`src/rtl/tcx_consts.svh`:
```
`ifndef TCX_CONSTS_SVH
`define TCX_CONSTS_SVH
// register bus geometry
`define TCX_ADDR_W 8
`define TCX_DATA_W 32
`define TCX_BYTE_PAD 24'h000000
// byte addresses of the registers
`define TCX_OFS_STATUS 8'h00
`define TCX_OFS_MASK 8'h04
`define TCX_OFS_TIMER01_EXT_INTERRUPT_CONTROL 8'h88
`define TCX_OFS_TIMER_TWO_CONTROL 8'hc8
// bus answers
`define TCX_RESP_OKAY 2'h0
`define TCX_RESP_SLVERR 2'h2
// reset values
`define TCX_RST_BIT 1'h0
`define TCX_RST_EVT 6'h00
`define TCX_RST_BYTE 8'h00
`define TCX_PIN_IDLE 1'h1
// timer 0/1 and ext interrupt control layout
`define TCX_TC_TF1 7
`define TCX_TC_TR1 6
`define TCX_TC_TF0 5
`define TCX_TC_TR0 4
`define TCX_TC_IT1 2
`define TCX_TC_IT0 0
// timer 2 control layout
`define TCX_T2_TF2 7
`define TCX_T2_TIMER_TWO_EXTERNAL_FLAG 6
`define TCX_T2_RCLK 5
`define TCX_T2_SERIAL_TX_CLOCK_SELECT 4
`define TCX_T2_EXEN 3
`define TCX_T2_TR2 2
`define TCX_T2_CT 1
`define TCX_T2_CPRL 0
// event bits in status and mask
`define TCX_EVT_W 6
`define TCX_EV_TF0 0
`define TCX_EV_TF1 1
`define TCX_EV_IE0 2
`define TCX_EV_IE1 3
`define TCX_EV_TF2 4
`define TCX_EV_TIMER_TWO_EXTERNAL_FLAG 5
// external interrupt channels
`define TCX_EXT_N 2
// serial modes that take a timer clock
`define TCX_UART_MODE1 2'h1
`define TCX_UART_MODE3 2'h3
`endif

```
`src/rtl/tcx_pkg.sv`:
```
package tcx_pkg;
  // trigger type of an external interrupt input
  typedef enum logic {TCX_TRIG_LEVEL, TCX_TRIG_FALL} tcx_trig_t;
  // serial port mode number
  typedef logic [1:0] tcx_uart_mode_t;
  // one register byte
  typedef logic [7:0] tcx_byte_t;
endpackage

```
`src/rtl/tcx_ext_if.sv`:
```
`timescale 1ns/1ps
`include "tcx_consts.svh"
interface tcx_ext_if;
  logic [`TCX_EXT_N-1:0] pin_n; // external interrupt pins, low active
  logic [`TCX_EXT_N-1:0] trig_type; // one = falling edge
  logic [`TCX_EXT_N-1:0] vec_ack; // processor vectors to the routine
  logic [`TCX_EXT_N-1:0] flag; // edge flags
  logic [`TCX_EXT_N-1:0] set_evt; // flag rises next edge
  modport ctrl (output pin_n, output trig_type, output vec_ack, input flag, input set_evt);
  modport unit (input pin_n, input trig_type, input vec_ack, output flag, output set_evt);
endinterface

```
`src/rtl/tcx_ext_int.sv`:
```
`timescale 1ns/1ps
`include "tcx_consts.svh"
module tcx_ext_int (
  input wire logic aclk,
  input wire logic aresetn,
  tcx_ext_if.unit ext
);
  import tcx_pkg::*;

  logic [`TCX_EXT_N-1:0] flag_q; // edge flags
  logic [`TCX_EXT_N-1:0] pin_d; // pins one cycle ago
  wire [`TCX_EXT_N-1:0] next_flag; // flag value for next edge

  // per channel: edge mode latches a fall, level mode tracks the pin
  for (genvar i = 0; i < `TCX_EXT_N; i++) begin : g_ch
    wire fall; // high to low seen this cycle
    assign fall = pin_d[i] && !ext.pin_n[i];
    // set beats the clear from vectoring
    assign next_flag[i] = (ext.trig_type[i] == TCX_TRIG_FALL) ?
      ((flag_q[i] && !ext.vec_ack[i]) || fall) : !ext.pin_n[i];

    a_edge_sets_flag: assert property (@(posedge aclk) disable iff (!aresetn)
      (ext.trig_type[i] && pin_d[i] && !ext.pin_n[i]) |=> flag_q[i])
      else $error("falling edge did not set the edge flag");
    a_ack_clears_flag: assert property (@(posedge aclk) disable iff (!aresetn)
      (ext.trig_type[i] && ext.vec_ack[i] && !fall) |=> !flag_q[i])
      else $error("vectoring did not clear the edge flag");
    a_level_follows: assert property (@(posedge aclk) disable iff (!aresetn)
      (!ext.trig_type[i]) |=> (flag_q[i] == !$past(ext.pin_n[i])))
      else $error("level mode flag does not follow the pin");
  end

  // flag and pin history registers
  always_ff @(posedge aclk) begin
    if (!aresetn) begin
      flag_q <= '0;
      pin_d <= '1;
    end else begin
      flag_q <= next_flag;
      pin_d <= ext.pin_n;
    end
  end

  assign ext.flag = flag_q;
  assign ext.set_evt = next_flag & ~flag_q;
endmodule

```
`src/rtl/tcx_timer_ctrl.sv`:
```
`timescale 1ns/1ps
`include "tcx_consts.svh"
module tcx_timer_ctrl (
  input wire logic aclk,
  input wire logic aresetn,
  // register bus
  input wire logic [`TCX_ADDR_W-1:0] s_axi_awaddr,
  input wire logic s_axi_awvalid,
  output logic s_axi_awready,
  input wire logic [`TCX_DATA_W-1:0] s_axi_wdata,
  input wire logic [3:0] s_axi_wstrb,
  input wire logic s_axi_wvalid,
  output logic s_axi_wready,
  output logic [1:0] s_axi_bresp,
  output logic s_axi_bvalid,
  input wire logic s_axi_bready,
  input wire logic [`TCX_ADDR_W-1:0] s_axi_araddr,
  input wire logic s_axi_arvalid,
  output logic s_axi_arready,
  output logic [`TCX_DATA_W-1:0] s_axi_rdata,
  output logic [1:0] s_axi_rresp,
  output logic s_axi_rvalid,
  input wire logic s_axi_rready,
  // counting datapaths
  input wire logic timer0_ovf,
  input wire logic timer1_ovf,
  input wire logic timer2_ovf,
  input wire logic machine_cycle_tick,
  input wire logic timer2_count_pin,
  input wire logic capture_reload_pin,
  input wire logic ext_int0_pin_n,
  input wire logic ext_int1_pin_n,
  // processor vectoring
  input wire logic vec_ack_timer0,
  input wire logic vec_ack_timer1,
  input wire logic vec_ack_ext0,
  input wire logic vec_ack_ext1,
  // serial port
  input wire tcx_pkg::tcx_uart_mode_t uart_mode,
  output logic serial_rx_clk,
  output logic serial_tx_clk,
  // timer control outputs
  output logic timer0_count_en,
  output logic timer1_count_en,
  output logic timer2_count_tick,
  output logic timer2_count_source,
  output logic timer2_capture,
  output logic timer2_reload,
  // interrupt requests
  output logic timer0_irq_req,
  output logic timer1_irq_req,
  output logic ext_int0_irq_req,
  output logic ext_int1_irq_req,
  output logic timer2_irq_req,
  output logic irq
);
  import tcx_pkg::*;

  // bus slave state
  logic aw_hold; // write address taken, not yet used
  logic w_hold; // write data taken, not yet used
  logic [`TCX_ADDR_W-1:0] aw_addr; // held write address
  logic [`TCX_DATA_W-1:0] w_data; // held write data
  logic [3:0] w_strb; // held byte enables
  logic wr_fire; // write executes this edge
  logic wr_lane; // low byte lane enabled
  logic wr_hit; // held address is mapped
  logic wr_timer01_ext_interrupt_control; // write to timer 0/1 control
  logic wr_t2; // write to timer 2 control
  logic wr_status; // write-one-to-clear of status
  logic wr_mask; // write of mask

  // timer 0/1 control fields
  logic tf1, tr1, tf0, tr0, it1, it0;
  // timer 2 control fields
  logic tf2, timer_two_external_flag, rclk, serial_tx_clock_select, timer_two_ext_enable, tr2, ct2, cprl2;
  // interrupt status and mask
  logic [`TCX_EVT_W-1:0] status;
  logic [`TCX_EVT_W-1:0] mask;
  logic [`TCX_EVT_W-1:0] evt; // one-cycle event pulses

  // timer 2 pin history and decode
  logic capture_reload_pin_d; // capture/reload pin one cycle ago
  logic cnt_d; // count pin one cycle ago
  logic baud; // timer 2 clocks the serial port
  logic ext_event; // qualified capture/reload pin edge
  logic tf2_set; // overflow that may set the flag
  logic mode13; // serial mode takes a timer clock
  logic next_capture, next_reload, next_count, next_rx, next_tx;
  tcx_byte_t rd_byte; // read mux result
  logic rd_hit; // read address is mapped

  tcx_ext_if ext_bus ();

  tcx_ext_int u_ext (
    .aclk(aclk),
    .aresetn(aresetn),
    .ext(ext_bus)
  );

  // external interrupt channel hookup
  assign ext_bus.pin_n = {ext_int1_pin_n, ext_int0_pin_n};
  assign ext_bus.trig_type = {it1, it0};
  assign ext_bus.vec_ack = {vec_ack_ext1, vec_ack_ext0};

  // bus handshakes: one write and one read in flight
  assign s_axi_awready = !aw_hold && !s_axi_bvalid;
  assign s_axi_wready = !w_hold && !s_axi_bvalid;
  assign s_axi_arready = !s_axi_rvalid;
  assign wr_fire = aw_hold && w_hold && !s_axi_bvalid;
  assign wr_lane = wr_fire && w_strb[0];
  assign wr_timer01_ext_interrupt_control = wr_lane && (aw_addr == `TCX_OFS_TIMER01_EXT_INTERRUPT_CONTROL);
  assign wr_t2 = wr_lane && (aw_addr == `TCX_OFS_TIMER_TWO_CONTROL);
  assign wr_status = wr_lane && (aw_addr == `TCX_OFS_STATUS);
  assign wr_mask = wr_lane && (aw_addr == `TCX_OFS_MASK);
  assign wr_hit = (aw_addr == `TCX_OFS_TIMER01_EXT_INTERRUPT_CONTROL) || (aw_addr == `TCX_OFS_TIMER_TWO_CONTROL) ||
    (aw_addr == `TCX_OFS_STATUS) || (aw_addr == `TCX_OFS_MASK);

  // write channel: hold address and data, answer after both
  always_ff @(posedge aclk) begin
    if (!aresetn) begin
      aw_hold <= `TCX_RST_BIT;
      w_hold <= `TCX_RST_BIT;
      aw_addr <= '0;
      w_data <= '0;
      w_strb <= '0;
      s_axi_bvalid <= `TCX_RST_BIT;
      s_axi_bresp <= `TCX_RESP_OKAY;
    end else begin
      if (s_axi_awvalid && s_axi_awready) begin
        aw_hold <= 1'b1;
        aw_addr <= s_axi_awaddr;
      end
      if (s_axi_wvalid && s_axi_wready) begin
        w_hold <= 1'b1;
        w_data <= s_axi_wdata;
        w_strb <= s_axi_wstrb;
      end
      if (wr_fire) begin
        // both halves used, response goes out
        aw_hold <= 1'b0;
        w_hold <= 1'b0;
        s_axi_bvalid <= 1'b1;
        s_axi_bresp <= wr_hit ? `TCX_RESP_OKAY : `TCX_RESP_SLVERR;
      end else if (s_axi_bvalid && s_axi_bready) begin
        // response taken
        s_axi_bvalid <= 1'b0;
      end
    end
  end

  // read mux over the mapped registers
  always_comb begin
    rd_byte = `TCX_RST_BYTE;
    rd_hit = 1'b1;
    case (s_axi_araddr)
      `TCX_OFS_TIMER01_EXT_INTERRUPT_CONTROL: begin
        rd_byte = {tf1, tr1, tf0, tr0, ext_bus.flag[1], it1, ext_bus.flag[0], it0};
      end
      `TCX_OFS_TIMER_TWO_CONTROL: begin
        rd_byte = {tf2, timer_two_external_flag, rclk, serial_tx_clock_select, timer_two_ext_enable, tr2, ct2, cprl2};
      end
      `TCX_OFS_STATUS: begin
        rd_byte = {2'h0, status};
      end
      `TCX_OFS_MASK: begin
        rd_byte = {2'h0, mask};
      end
      default: begin
        // unmapped: zero data, error answer
        rd_hit = 1'b0;
      end
    endcase
  end

  // read channel: data registered on address acceptance
  always_ff @(posedge aclk) begin
    if (!aresetn) begin
      s_axi_rvalid <= `TCX_RST_BIT;
      s_axi_rdata <= '0;
      s_axi_rresp <= `TCX_RESP_OKAY;
    end else if (s_axi_arvalid && s_axi_arready) begin
      s_axi_rvalid <= 1'b1;
      s_axi_rdata <= {`TCX_BYTE_PAD, rd_byte};
      s_axi_rresp <= rd_hit ? `TCX_RESP_OKAY : `TCX_RESP_SLVERR;
    end else if (s_axi_rvalid && s_axi_rready) begin
      s_axi_rvalid <= 1'b0;
    end
  end

  // timer 0/1 overflow flags: overflow beats vectoring and writes
  always_ff @(posedge aclk) begin
    if (!aresetn) begin
      tf1 <= `TCX_RST_BIT;
      tf0 <= `TCX_RST_BIT;
    end else begin
      tf1 <= (wr_timer01_ext_interrupt_control ? w_data[`TCX_TC_TF1] : (tf1 && !vec_ack_timer1)) || timer1_ovf;
      tf0 <= (wr_timer01_ext_interrupt_control ? w_data[`TCX_TC_TF0] : (tf0 && !vec_ack_timer0)) || timer0_ovf;
    end
  end

  // timer 0/1 run bits and trigger types, software owned
  always_ff @(posedge aclk) begin
    if (!aresetn) begin
      tr1 <= `TCX_RST_BIT;
      tr0 <= `TCX_RST_BIT;
      it1 <= `TCX_RST_BIT;
      it0 <= `TCX_RST_BIT;
    end else if (wr_timer01_ext_interrupt_control) begin
      tr1 <= w_data[`TCX_TC_TR1];
      tr0 <= w_data[`TCX_TC_TR0];
      it1 <= w_data[`TCX_TC_IT1];
      it0 <= w_data[`TCX_TC_IT0];
    end
  end

  // timer 2 decode: baud mode blocks pin edges and the overflow flag
  assign baud = rclk || serial_tx_clock_select;
  assign ext_event = timer_two_ext_enable && capture_reload_pin_d && !capture_reload_pin && !baud;
  assign tf2_set = timer2_ovf && !baud;
  assign next_capture = cprl2 && !baud && ext_event;
  // reload on overflow or pin edge; baud forces overflow only
  assign next_reload = (!cprl2 || baud) && (timer2_ovf || ext_event);
  assign next_count = tr2 && (ct2 ? (cnt_d && !timer2_count_pin) : machine_cycle_tick);
  assign mode13 = (uart_mode == `TCX_UART_MODE1) || (uart_mode == `TCX_UART_MODE3);
  assign next_rx = (rclk && mode13) ? timer2_ovf : timer1_ovf;
  assign next_tx = (serial_tx_clock_select && mode13) ? timer2_ovf : timer1_ovf;

  // timer 2 flags: hardware only sets, software write clears
  always_ff @(posedge aclk) begin
    if (!aresetn) begin
      tf2 <= `TCX_RST_BIT;
      timer_two_external_flag <= `TCX_RST_BIT;
    end else begin
      tf2 <= (wr_t2 ? w_data[`TCX_T2_TF2] : tf2) || tf2_set;
      timer_two_external_flag <= (wr_t2 ? w_data[`TCX_T2_TIMER_TWO_EXTERNAL_FLAG] : timer_two_external_flag) || ext_event;
    end
  end

  // timer 2 configuration; run bit loads with the other fields on each write
  always_ff @(posedge aclk) begin
    if (!aresetn) begin
      rclk <= `TCX_RST_BIT;
      serial_tx_clock_select <= `TCX_RST_BIT;
      timer_two_ext_enable <= `TCX_RST_BIT;
      tr2 <= `TCX_RST_BIT;
      ct2 <= `TCX_RST_BIT;
      cprl2 <= `TCX_RST_BIT;
    end else if (wr_t2) begin
      rclk <= w_data[`TCX_T2_RCLK];
      serial_tx_clock_select <= w_data[`TCX_T2_SERIAL_TX_CLOCK_SELECT];
      timer_two_ext_enable <= w_data[`TCX_T2_EXEN];
      tr2 <= w_data[`TCX_T2_TR2];
      ct2 <= w_data[`TCX_T2_CT];
      cprl2 <= w_data[`TCX_T2_CPRL];
    end
  end

  // pin history for falling edge detection, idle high
  always_ff @(posedge aclk) begin
    if (!aresetn) begin
      capture_reload_pin_d <= `TCX_PIN_IDLE;
      cnt_d <= `TCX_PIN_IDLE;
    end else begin
      capture_reload_pin_d <= capture_reload_pin;
      cnt_d <= timer2_count_pin;
    end
  end

  // registered timer 2 strobes and serial clocks
  always_ff @(posedge aclk) begin
    if (!aresetn) begin
      timer2_capture <= `TCX_RST_BIT;
      timer2_reload <= `TCX_RST_BIT;
      timer2_count_tick <= `TCX_RST_BIT;
      serial_rx_clk <= `TCX_RST_BIT;
      serial_tx_clk <= `TCX_RST_BIT;
    end else begin
      timer2_capture <= next_capture;
      timer2_reload <= next_reload;
      timer2_count_tick <= next_count;
      serial_rx_clk <= next_rx;
      serial_tx_clk <= next_tx;
    end
  end

  // event pulses for the sticky status
  always_comb begin
    evt = `TCX_RST_EVT;
    evt[`TCX_EV_TF0] = timer0_ovf;
    evt[`TCX_EV_TF1] = timer1_ovf;
    evt[`TCX_EV_IE0] = ext_bus.set_evt[0];
    evt[`TCX_EV_IE1] = ext_bus.set_evt[1];
    evt[`TCX_EV_TF2] = tf2_set;
    evt[`TCX_EV_TIMER_TWO_EXTERNAL_FLAG] = ext_event;
  end

  // sticky status with write-one-to-clear, mask, level interrupt
  always_ff @(posedge aclk) begin
    if (!aresetn) begin
      status <= `TCX_RST_EVT;
      mask <= `TCX_RST_EVT;
      irq <= `TCX_RST_BIT;
    end else begin
      // a new event beats a clear in the same cycle
      status <= (status & ~(wr_status ? w_data[`TCX_EVT_W-1:0] : `TCX_RST_EVT)) | evt;
      if (wr_mask) begin
        mask <= w_data[`TCX_EVT_W-1:0];
      end
      irq <= |(status & mask);
    end
  end

  // outputs straight from control and flag registers
  assign timer0_count_en = tr0;
  assign timer1_count_en = tr1;
  assign timer2_count_source = ct2;
  assign timer0_irq_req = tf0;
  assign timer1_irq_req = tf1;
  assign ext_int0_irq_req = ext_bus.flag[0];
  assign ext_int1_irq_req = ext_bus.flag[1];
  assign timer2_irq_req = tf2 || timer_two_external_flag;

  a_tf1_on_ovf: assert property (@(posedge aclk) disable iff (!aresetn)
    timer1_ovf |=> (tf1 && timer1_irq_req)) else $error("timer 1 overflow flag not set");
  a_tf0_vec_clr: assert property (@(posedge aclk) disable iff (!aresetn)
    (tf0 && vec_ack_timer0 && !timer0_ovf && !wr_timer01_ext_interrupt_control) |=> !tf0)
    else $error("timer 0 flag not cleared by vectoring");
  a_run_stops: assert property (@(posedge aclk) disable iff (!aresetn)
    (wr_timer01_ext_interrupt_control && !w_data[`TCX_TC_TR1]) |=> !timer1_count_en ##1 (!timer1_count_en || wr_timer01_ext_interrupt_control))
    else $error("timer 1 still enabled after run bit cleared");
  a_tf2_sticky: assert property (@(posedge aclk) disable iff (!aresetn)
    (tf2 && !wr_t2) |=> tf2) else $error("timer 2 overflow flag lost without write");
  a_tf2_baud_block: assert property (@(posedge aclk) disable iff (!aresetn)
    (baud && !tf2 && !wr_t2) |=> !tf2) else $error("timer 2 flag set in baud mode");
  a_timer_two_external_flag_on_edge: assert property (@(posedge aclk) disable iff (!aresetn)
    (timer_two_ext_enable && !baud && $fell(capture_reload_pin)) |=> (timer_two_external_flag && timer2_irq_req))
    else $error("pin edge did not set timer 2 external flag");
  a_pin_ignored: assert property (@(posedge aclk) disable iff (!aresetn)
    (!timer_two_ext_enable && !timer2_ovf) |=> (!timer2_capture && !timer2_reload))
    else $error("pin acted while external enable is zero");
  a_cap_not_reload: assert property (@(posedge aclk) disable iff (!aresetn)
    (ext_event && cprl2) |=> (timer2_capture && !timer2_reload))
    else $error("capture mode edge did not capture alone");
  a_baud_reload: assert property (@(posedge aclk) disable iff (!aresetn)
    baud |=> (!timer2_capture && (timer2_reload == $past(timer2_ovf))))
    else $error("baud mode reload not tied to overflow");
  a_rx_clk_src: assert property (@(posedge aclk) disable iff (!aresetn)
    (rclk && mode13) |=> (serial_rx_clk == $past(timer2_ovf)))
    else $error("receive clock not from timer 2");
  a_tx_clk_src: assert property (@(posedge aclk) disable iff (!aresetn)
    !serial_tx_clock_select |=> (serial_tx_clk == $past(timer1_ovf)))
    else $error("transmit clock not from timer 1");
  a_count_source: assert property (@(posedge aclk) disable iff (!aresetn)
    (tr2 && !ct2 && machine_cycle_tick) |=> timer2_count_tick)
    else $error("internal count tick missed");
endmodule

```
`config.mk`:
```
export PLATFORM = sky130hd
export DESIGN_NAME = tcx_timer_ctrl
export DESIGN_NICKNAME = d
export VERILOG_FILES = /design/src/rtl/tcx_pkg.sv /design/src/rtl/tcx_ext_if.sv /design/src/rtl/tcx_ext_int.sv /design/src/rtl/tcx_timer_ctrl.sv
export VERILOG_INCLUDE_DIRS = /design/src /design/src/rtl
export SDC_FILE = /design/constraint.sdc
export NUM_CORES = 1
export LEC_CHECK = 0
export ABC_AREA = 1
export CAP_MARGIN = 10
export CORE_ASPECT_RATIO = 1.5
export CORE_MARGIN = 8
export CORE_UTILIZATION = 45
export DETAILED_ROUTE_END_ITERATION = 10
export DONT_BUFFER_PORTS = 1
export MAX_ROUTING_LAYER = met4
export SLEW_MARGIN = 0
export SYNTH_ARGS = -nofsm -noshare
export SYNTH_HDL_FRONTEND = slang
export SYNTH_SLANG_ARGS = --single-unit
```
`constraint.sdc`:
```
create_clock -name aclk -period 2.2 [get_ports aclk]
set_input_delay 0.44 -clock aclk [delete_from_list [all_inputs] [get_ports aclk]]
set_output_delay 0.44 -clock aclk [all_outputs]
set_load 0.005 [all_outputs]
```
# Word level (Yosys, flattened, before mapping)
# Index checks and enable logic that the tools add are counted.
# word_totals
out_inout_bits	55
mem_bits_rw	0
input_bits	73
word_cells	135
rom_bits	0
n_memories	0
regBits	71
latchBits	0
# op_classes
n_addsub	0
n_mul	0
n_mux	18
bitwise	7
shifts	0
reduce_logical	66
eq_ne	8
div	0
order_cmp	0
# ops
operator	n
8-bit == test (second input constant)	4
8-bit case mux with 4 select lines	1
1-bit logical AND	31
8-bit by 3-bit == test with 1-bit output (second input constant)	2
8-bit zero test	2
1-bit zero test	14
1-bit logical OR	14
1-bit 2-to-1 mux	14
6-bit AND	2
6-bit 2-to-1 mux	1
6-bit NOT	1
6-bit OR	1
6-bit OR reduction	1
2-bit 2-to-1 mux	2
2-bit nonzero test	2
4-bit OR reduction	1
2-bit AND	1
2-bit by 1-bit == test with 1-bit output (second input constant)	1
2-bit == test (second input constant)	1
2-bit NOT	1
2-bit OR reduction	1
1-bit NOT	1

# Longest topological paths before layout
# depth
ltp_word	8
ltp_mapped	11
mapped_depth_nobuf	11

# By module
# From an unflattened synthesis, not the netlist that was laid out.
# hier_totals
hier_cells	433
area_unflattened_um2	3179.3
# by_module_without_submodules
mod	n_inst	area_each_um2	seq_area_each_um2	cells_each
tcx_timer_ctrl	1	3021.6	1301.2	410
tcx_ext_int	1	157.7	80.1	23

# Worst setup path before layout
# Ideal clock, no wire load.
# synth_timing
path_type	input to register
from	input s_axi_araddr[0]
to	register s_axi_rdata[2]
arrival_ns	1.171
setup_slack_ns	0.958
required_time_ns	2.130
setup_ns	0.070
path_buffers	0
stages	7
path_cell_list	inv_1 -> nand2_1 -> nor2_1 -> nand3_1 -> nand2_1 -> o21ai_0 -> a21oi_1
# synth_between
elab_chain_len	2
elab_cells_between_ends	5
classes_between	eq/ne: 3; mux: 1; reduce/logical: 1
# synth_rtl
element	line_no	rtl
start, declared	tcx_timer_ctrl.sv:17	input wire logic [`TCX_ADDR_W-1:0] s_axi_araddr,
8-bit by 3-bit == test with 1-bit output, or another cell as far along	tcx_timer_ctrl.sv:156	case (s_axi_araddr)
8-bit case mux with 4 select lines *	tcx_timer_ctrl.sv:156	
end signal, assigned	tcx_timer_ctrl.sv:184	s_axi_rdata <= {`TCX_BYTE_PAD, rd_byte};
end, declared	tcx_timer_ctrl.sv:20	output logic [`TCX_DATA_W-1:0] s_axi_rdata,
# Every way passes the cells marked *; elsewhere a longest branch is shown, timed or not.
# A chain may end at the register's enable or synchronous reset.

# Final worst setup path
# layout_timing
from	register aw_addr[4]
to	register mask[3]
# layout_between
elab_chain_len	2
# layout_rtl
element	line_no	rtl
start, declared	tcx_timer_ctrl.sv:62	logic [`TCX_ADDR_W-1:0] aw_addr;
start signal, assigned	tcx_timer_ctrl.sv:132	aw_addr <= s_axi_awaddr;
8-bit by 3-bit == test with 1-bit output (no source line)	n/a	
1-bit logical AND	tcx_timer_ctrl.sv:115	assign wr_mask = wr_lane && (aw_addr == `TCX_OFS_MASK);
end signal, assigned	tcx_timer_ctrl.sv:302	mask <= `TCX_RST_EVT;
end signal, assigned	tcx_timer_ctrl.sv:308	mask <= w_data[`TCX_EVT_W-1:0];
end, declared	tcx_timer_ctrl.sv:79	logic [`TCX_EVT_W-1:0] mask;
# Every way passes these cells.

==> run_results.csv <==
group,metric,value,unit
hold_path,hp-class,"in -> reg",
detailed_routing,drtIter0Drc,155,
hold_path,hold_start,"aresetn",
critical_path,critPathArrivalTime,1.65,ns
detailed_routing,dr_wl_met2,4.01,mm
floorplanning,die_w,85.1,microns
pwr,power.internal,1.84,mW
critical_path,r2r_setup_slack,0.83,ns
place,place_congestion,0.868,
place,dp_hpwl,6.10,mm
floorplanning,coreArea,7080,sq um
clock_tree,cts.sinks,69,
pwr,power_frac_comb,8.7,%
logic_synthesis,synthCells,442,
pwr,max-vdd-ir-drop,0.000420,V
critical_path,cp-start-kind,"flop",
global_routing,grt_max_degree,48,
timing,fin_worst_skew,0.00871,ns
logic_synthesis,ys_warn_count,0,
critical_path,r2r_end,"mask[3]",
logic_synthesis,syn_area,3220,sq um
place,port-buffer-count,0,
detailed_routing,wl_per_cell,15.1,microns
timing,finalCriticalPeriod,1.37,ns
place,dp_cells,510,
logic_synthesis,synth_cell_types,35,
detailed_routing,ant_nets,0,
pwr,seq_power_share,54.3,%
cells_and_area,final_common_cell,"nand2_1",
critical_path,r2r-start,"aw_addr[4]",
cells_and_area,syn_to_final_growth,3.69,%
floorplanning,io_pins,128,
detailed_routing,first_pass_iters,4,
detailed_routing,top_layer,"met4",
place,pre_cts_slack,0.753,ns
clock_tree,insertion_delay,0.34,ns
cells_and_area,design_area,3340,sq um
clock_tree,cts_buffers,9,
cells_and_area,layout.cells.non_filler,526,
floorplanning,rows,38,
logic_synthesis,ys_ff_latch,69,
critical_path,worstRegToRegCells,6,
clock_tree,clock_path_buffers,2,
cells_and_area,fill_cells,764,
clock_tree,clock-root-buffer,"clkbuf_8",
critical_path,path_max_fanout,8,
clock_tree,htreeDepth,3,
logic_synthesis,yosysSeqAreaShare,42.8,%
timing,setup_viol,0,
logic_synthesis,synth.avg_cell_area,7.29,sq um
timing,final_hold_viol_count,0,
critical_path,crit_chain,"nor2_2 > nand3_1 > or2_1 > nor2_8 > o21ai_0 > nor2_1",
cells_and_area,fin_nets,514,
clock_tree,post_cts_buffers,0,
critical_path,crit_path_top_delay_cell,"or2_1",
clock_tree,cts.reportedPaths.clkPinSlew,0.07,ns
clock_tree,cts_tree,"built",
timing,setup_slack,0.831,ns
detailed_routing,routed_wl,7.92,mm
floorplanning,dieHeight,120,microns
timing,max_freq,731,MHz
global_routing,antenna_found_initial,0,
clock_tree,cts_hold_buf,0,
detailed_routing,vias,2708,
timing,tns,0,ns
critical_path,crit_required,2.48,ns
critical_path,critPathKind,"reg -> reg",
pwr,p_leak,1.53,nW
flow_run,maxCapViolCount,0,
detailed_routing,wl_met3,763,microns
cells_and_area,drive_gt1_share,8.74,%
timing,fin_crit_sh,62.2,%
pwr,switching_power,0.673,mW
hold_path,hold_depth,1,
global_routing,gr-total-overflow,0,
floorplanning,die_area,10200,sq um
place,dpl_cell_area,3170,sq um
floorplanning,start_util,45.5,%
timing,slew_viol_final,0,
detailed_routing,drt-met1-wl,3.00,mm
critical_path,slowest_delay,0.41,ns
clock_tree,cts_resized,0,
pwr,p_per_area,751,nW/um^2
cells_and_area,diodes,0,
timing,whs,0.180,ns
global_routing,grt_pass1_wl,12.7,mm
cells_and_area,layout_common_cells,"87 x nand2_1, 69 x dfxtp_1, 56 x nor2_1",
cells_and_area,final_core_util,47.2,%
pwr,switching_share,26.8,%
pwr,clkPwrFrac,37.0,%
global_routing,grt_pass1_vias,2598,
global_routing,grt_usage,16.3,%
outcome,run_status,"finished clean",
detailed_routing,drc,0,
critical_path,end_kind,"flop",
timing,rsz0062_at_grt,"no",
pwr,power,2.51,mW
hold_path,worst_hold_path.endpoint,"capture_reload_pin_d",
detailed_routing,drt-vias-per-instance,5.15,
## registers in the layout (all words and copies together) (netlist names), 2 cells and up
signal and flops:
w_data 8, s_axi_rdata 8, mask 6, status 6, u_ext.ext.flag 2, u_ext.pin_d 2, aw_addr 8
## cells by family (layout without fill, tap and decap cells)
family                 Yosys count  count (layout)  share of synthesized area (%)
buffers and inverters           82              61                           13.7
AO/OA/AOI/OAI                   83              83                           13.3
flip-flops                      69              69                           42.8
other                            1              26                          0.116
AND/OR/NAND/NOR                207             207                           30.1
## routing by layer
layer	vias up	track usage, %
li1	1367	-
met1	1228	16.2
met2	104	28.2
met3	9	5.82
met4	0	6.61
met5	-	-
## power groups by stage
stage | logic (mW) | clock network, mW | registers [mW]
floorplan | 0.228 | 0 | 1.37
global placement | 0.211 | 0 | 1.39
detailed placement | 0.217 | 0 | 1.39
CTS | 0.218 | 0.957 | 1.37
global route | 0.252 | 1.02 | 1.37
finish | 0.217 | 0.930 | 1.36
## synth_stat cells
cell      number  area share [%]
a21oi_1       35             5.4
a221oi_1       1            0.27
a31oi_1        1            0.19
buf_2          3            0.47
buf_4         28             6.5
buf_6          1            0.35
clkbuf_1       5            0.58
clkbuf_2       1            0.16
clkinv_4       2            0.54
conb_1         1            0.12
dfxtp_1       69              43
inv_1         39             4.5
inv_2          2            0.23
inv_6          1            0.27
nand2_1       87              10
nand2_4        3             1.0
nand2_8        1            0.62
nand3_1       37             5.7
nand3_2        1            0.31
nand3b_1       1            0.23
nand4_1        1            0.19
nor2_1        56             6.5
nor2_2         5            0.97
nor2_4         3             1.0
nor2_8         2             1.2
nor3_1         6            0.93
nor3_4         1            0.50
o211ai_1       1            0.23
o21a_1         1            0.23
o21ai_0       36             5.6
o21ai_1        6            0.93
o22ai_1        1            0.19
o31ai_1        1            0.23
or2_1          1            0.19
or2_2          2            0.39
## how the worst max path moves through the flow
stage,startpoint,end,slack (ns),cells after the start
floorplan,s_axi_araddr[0],s_axi_rdata[2],0.96,7
global placement,s_axi_araddr[7],s_axi_rdata[5],0.76,7
global route,aw_addr[4],mask[3],0.67,6
finish,aw_addr[4],mask[3],0.83,6
CTS,s_axi_bvalid,timer0_irq_req,0.82,9
detailed placement,s_axi_araddr[7],s_axi_rdata[5],0.75,7
## worst max-delay path, delay by kind of cell, from the launching register on
family          cells  cell delay, ns
flops               1            0.32
simple gates        5            0.90
compound gates      1            0.09
## area by class of cell
type,count,area (sq um),area share (%)
flip-flops and latches,69,1380,41.3
repair buffers,1,7.51,0.225
inverters,44,180,5.39
clock buffers,12,155,4.64
well taps,80,100,2.99
clock inverters,4,22.5,0.674
multi-input cells,316,1500,44.8
Power figures use the tool's default switching activity.
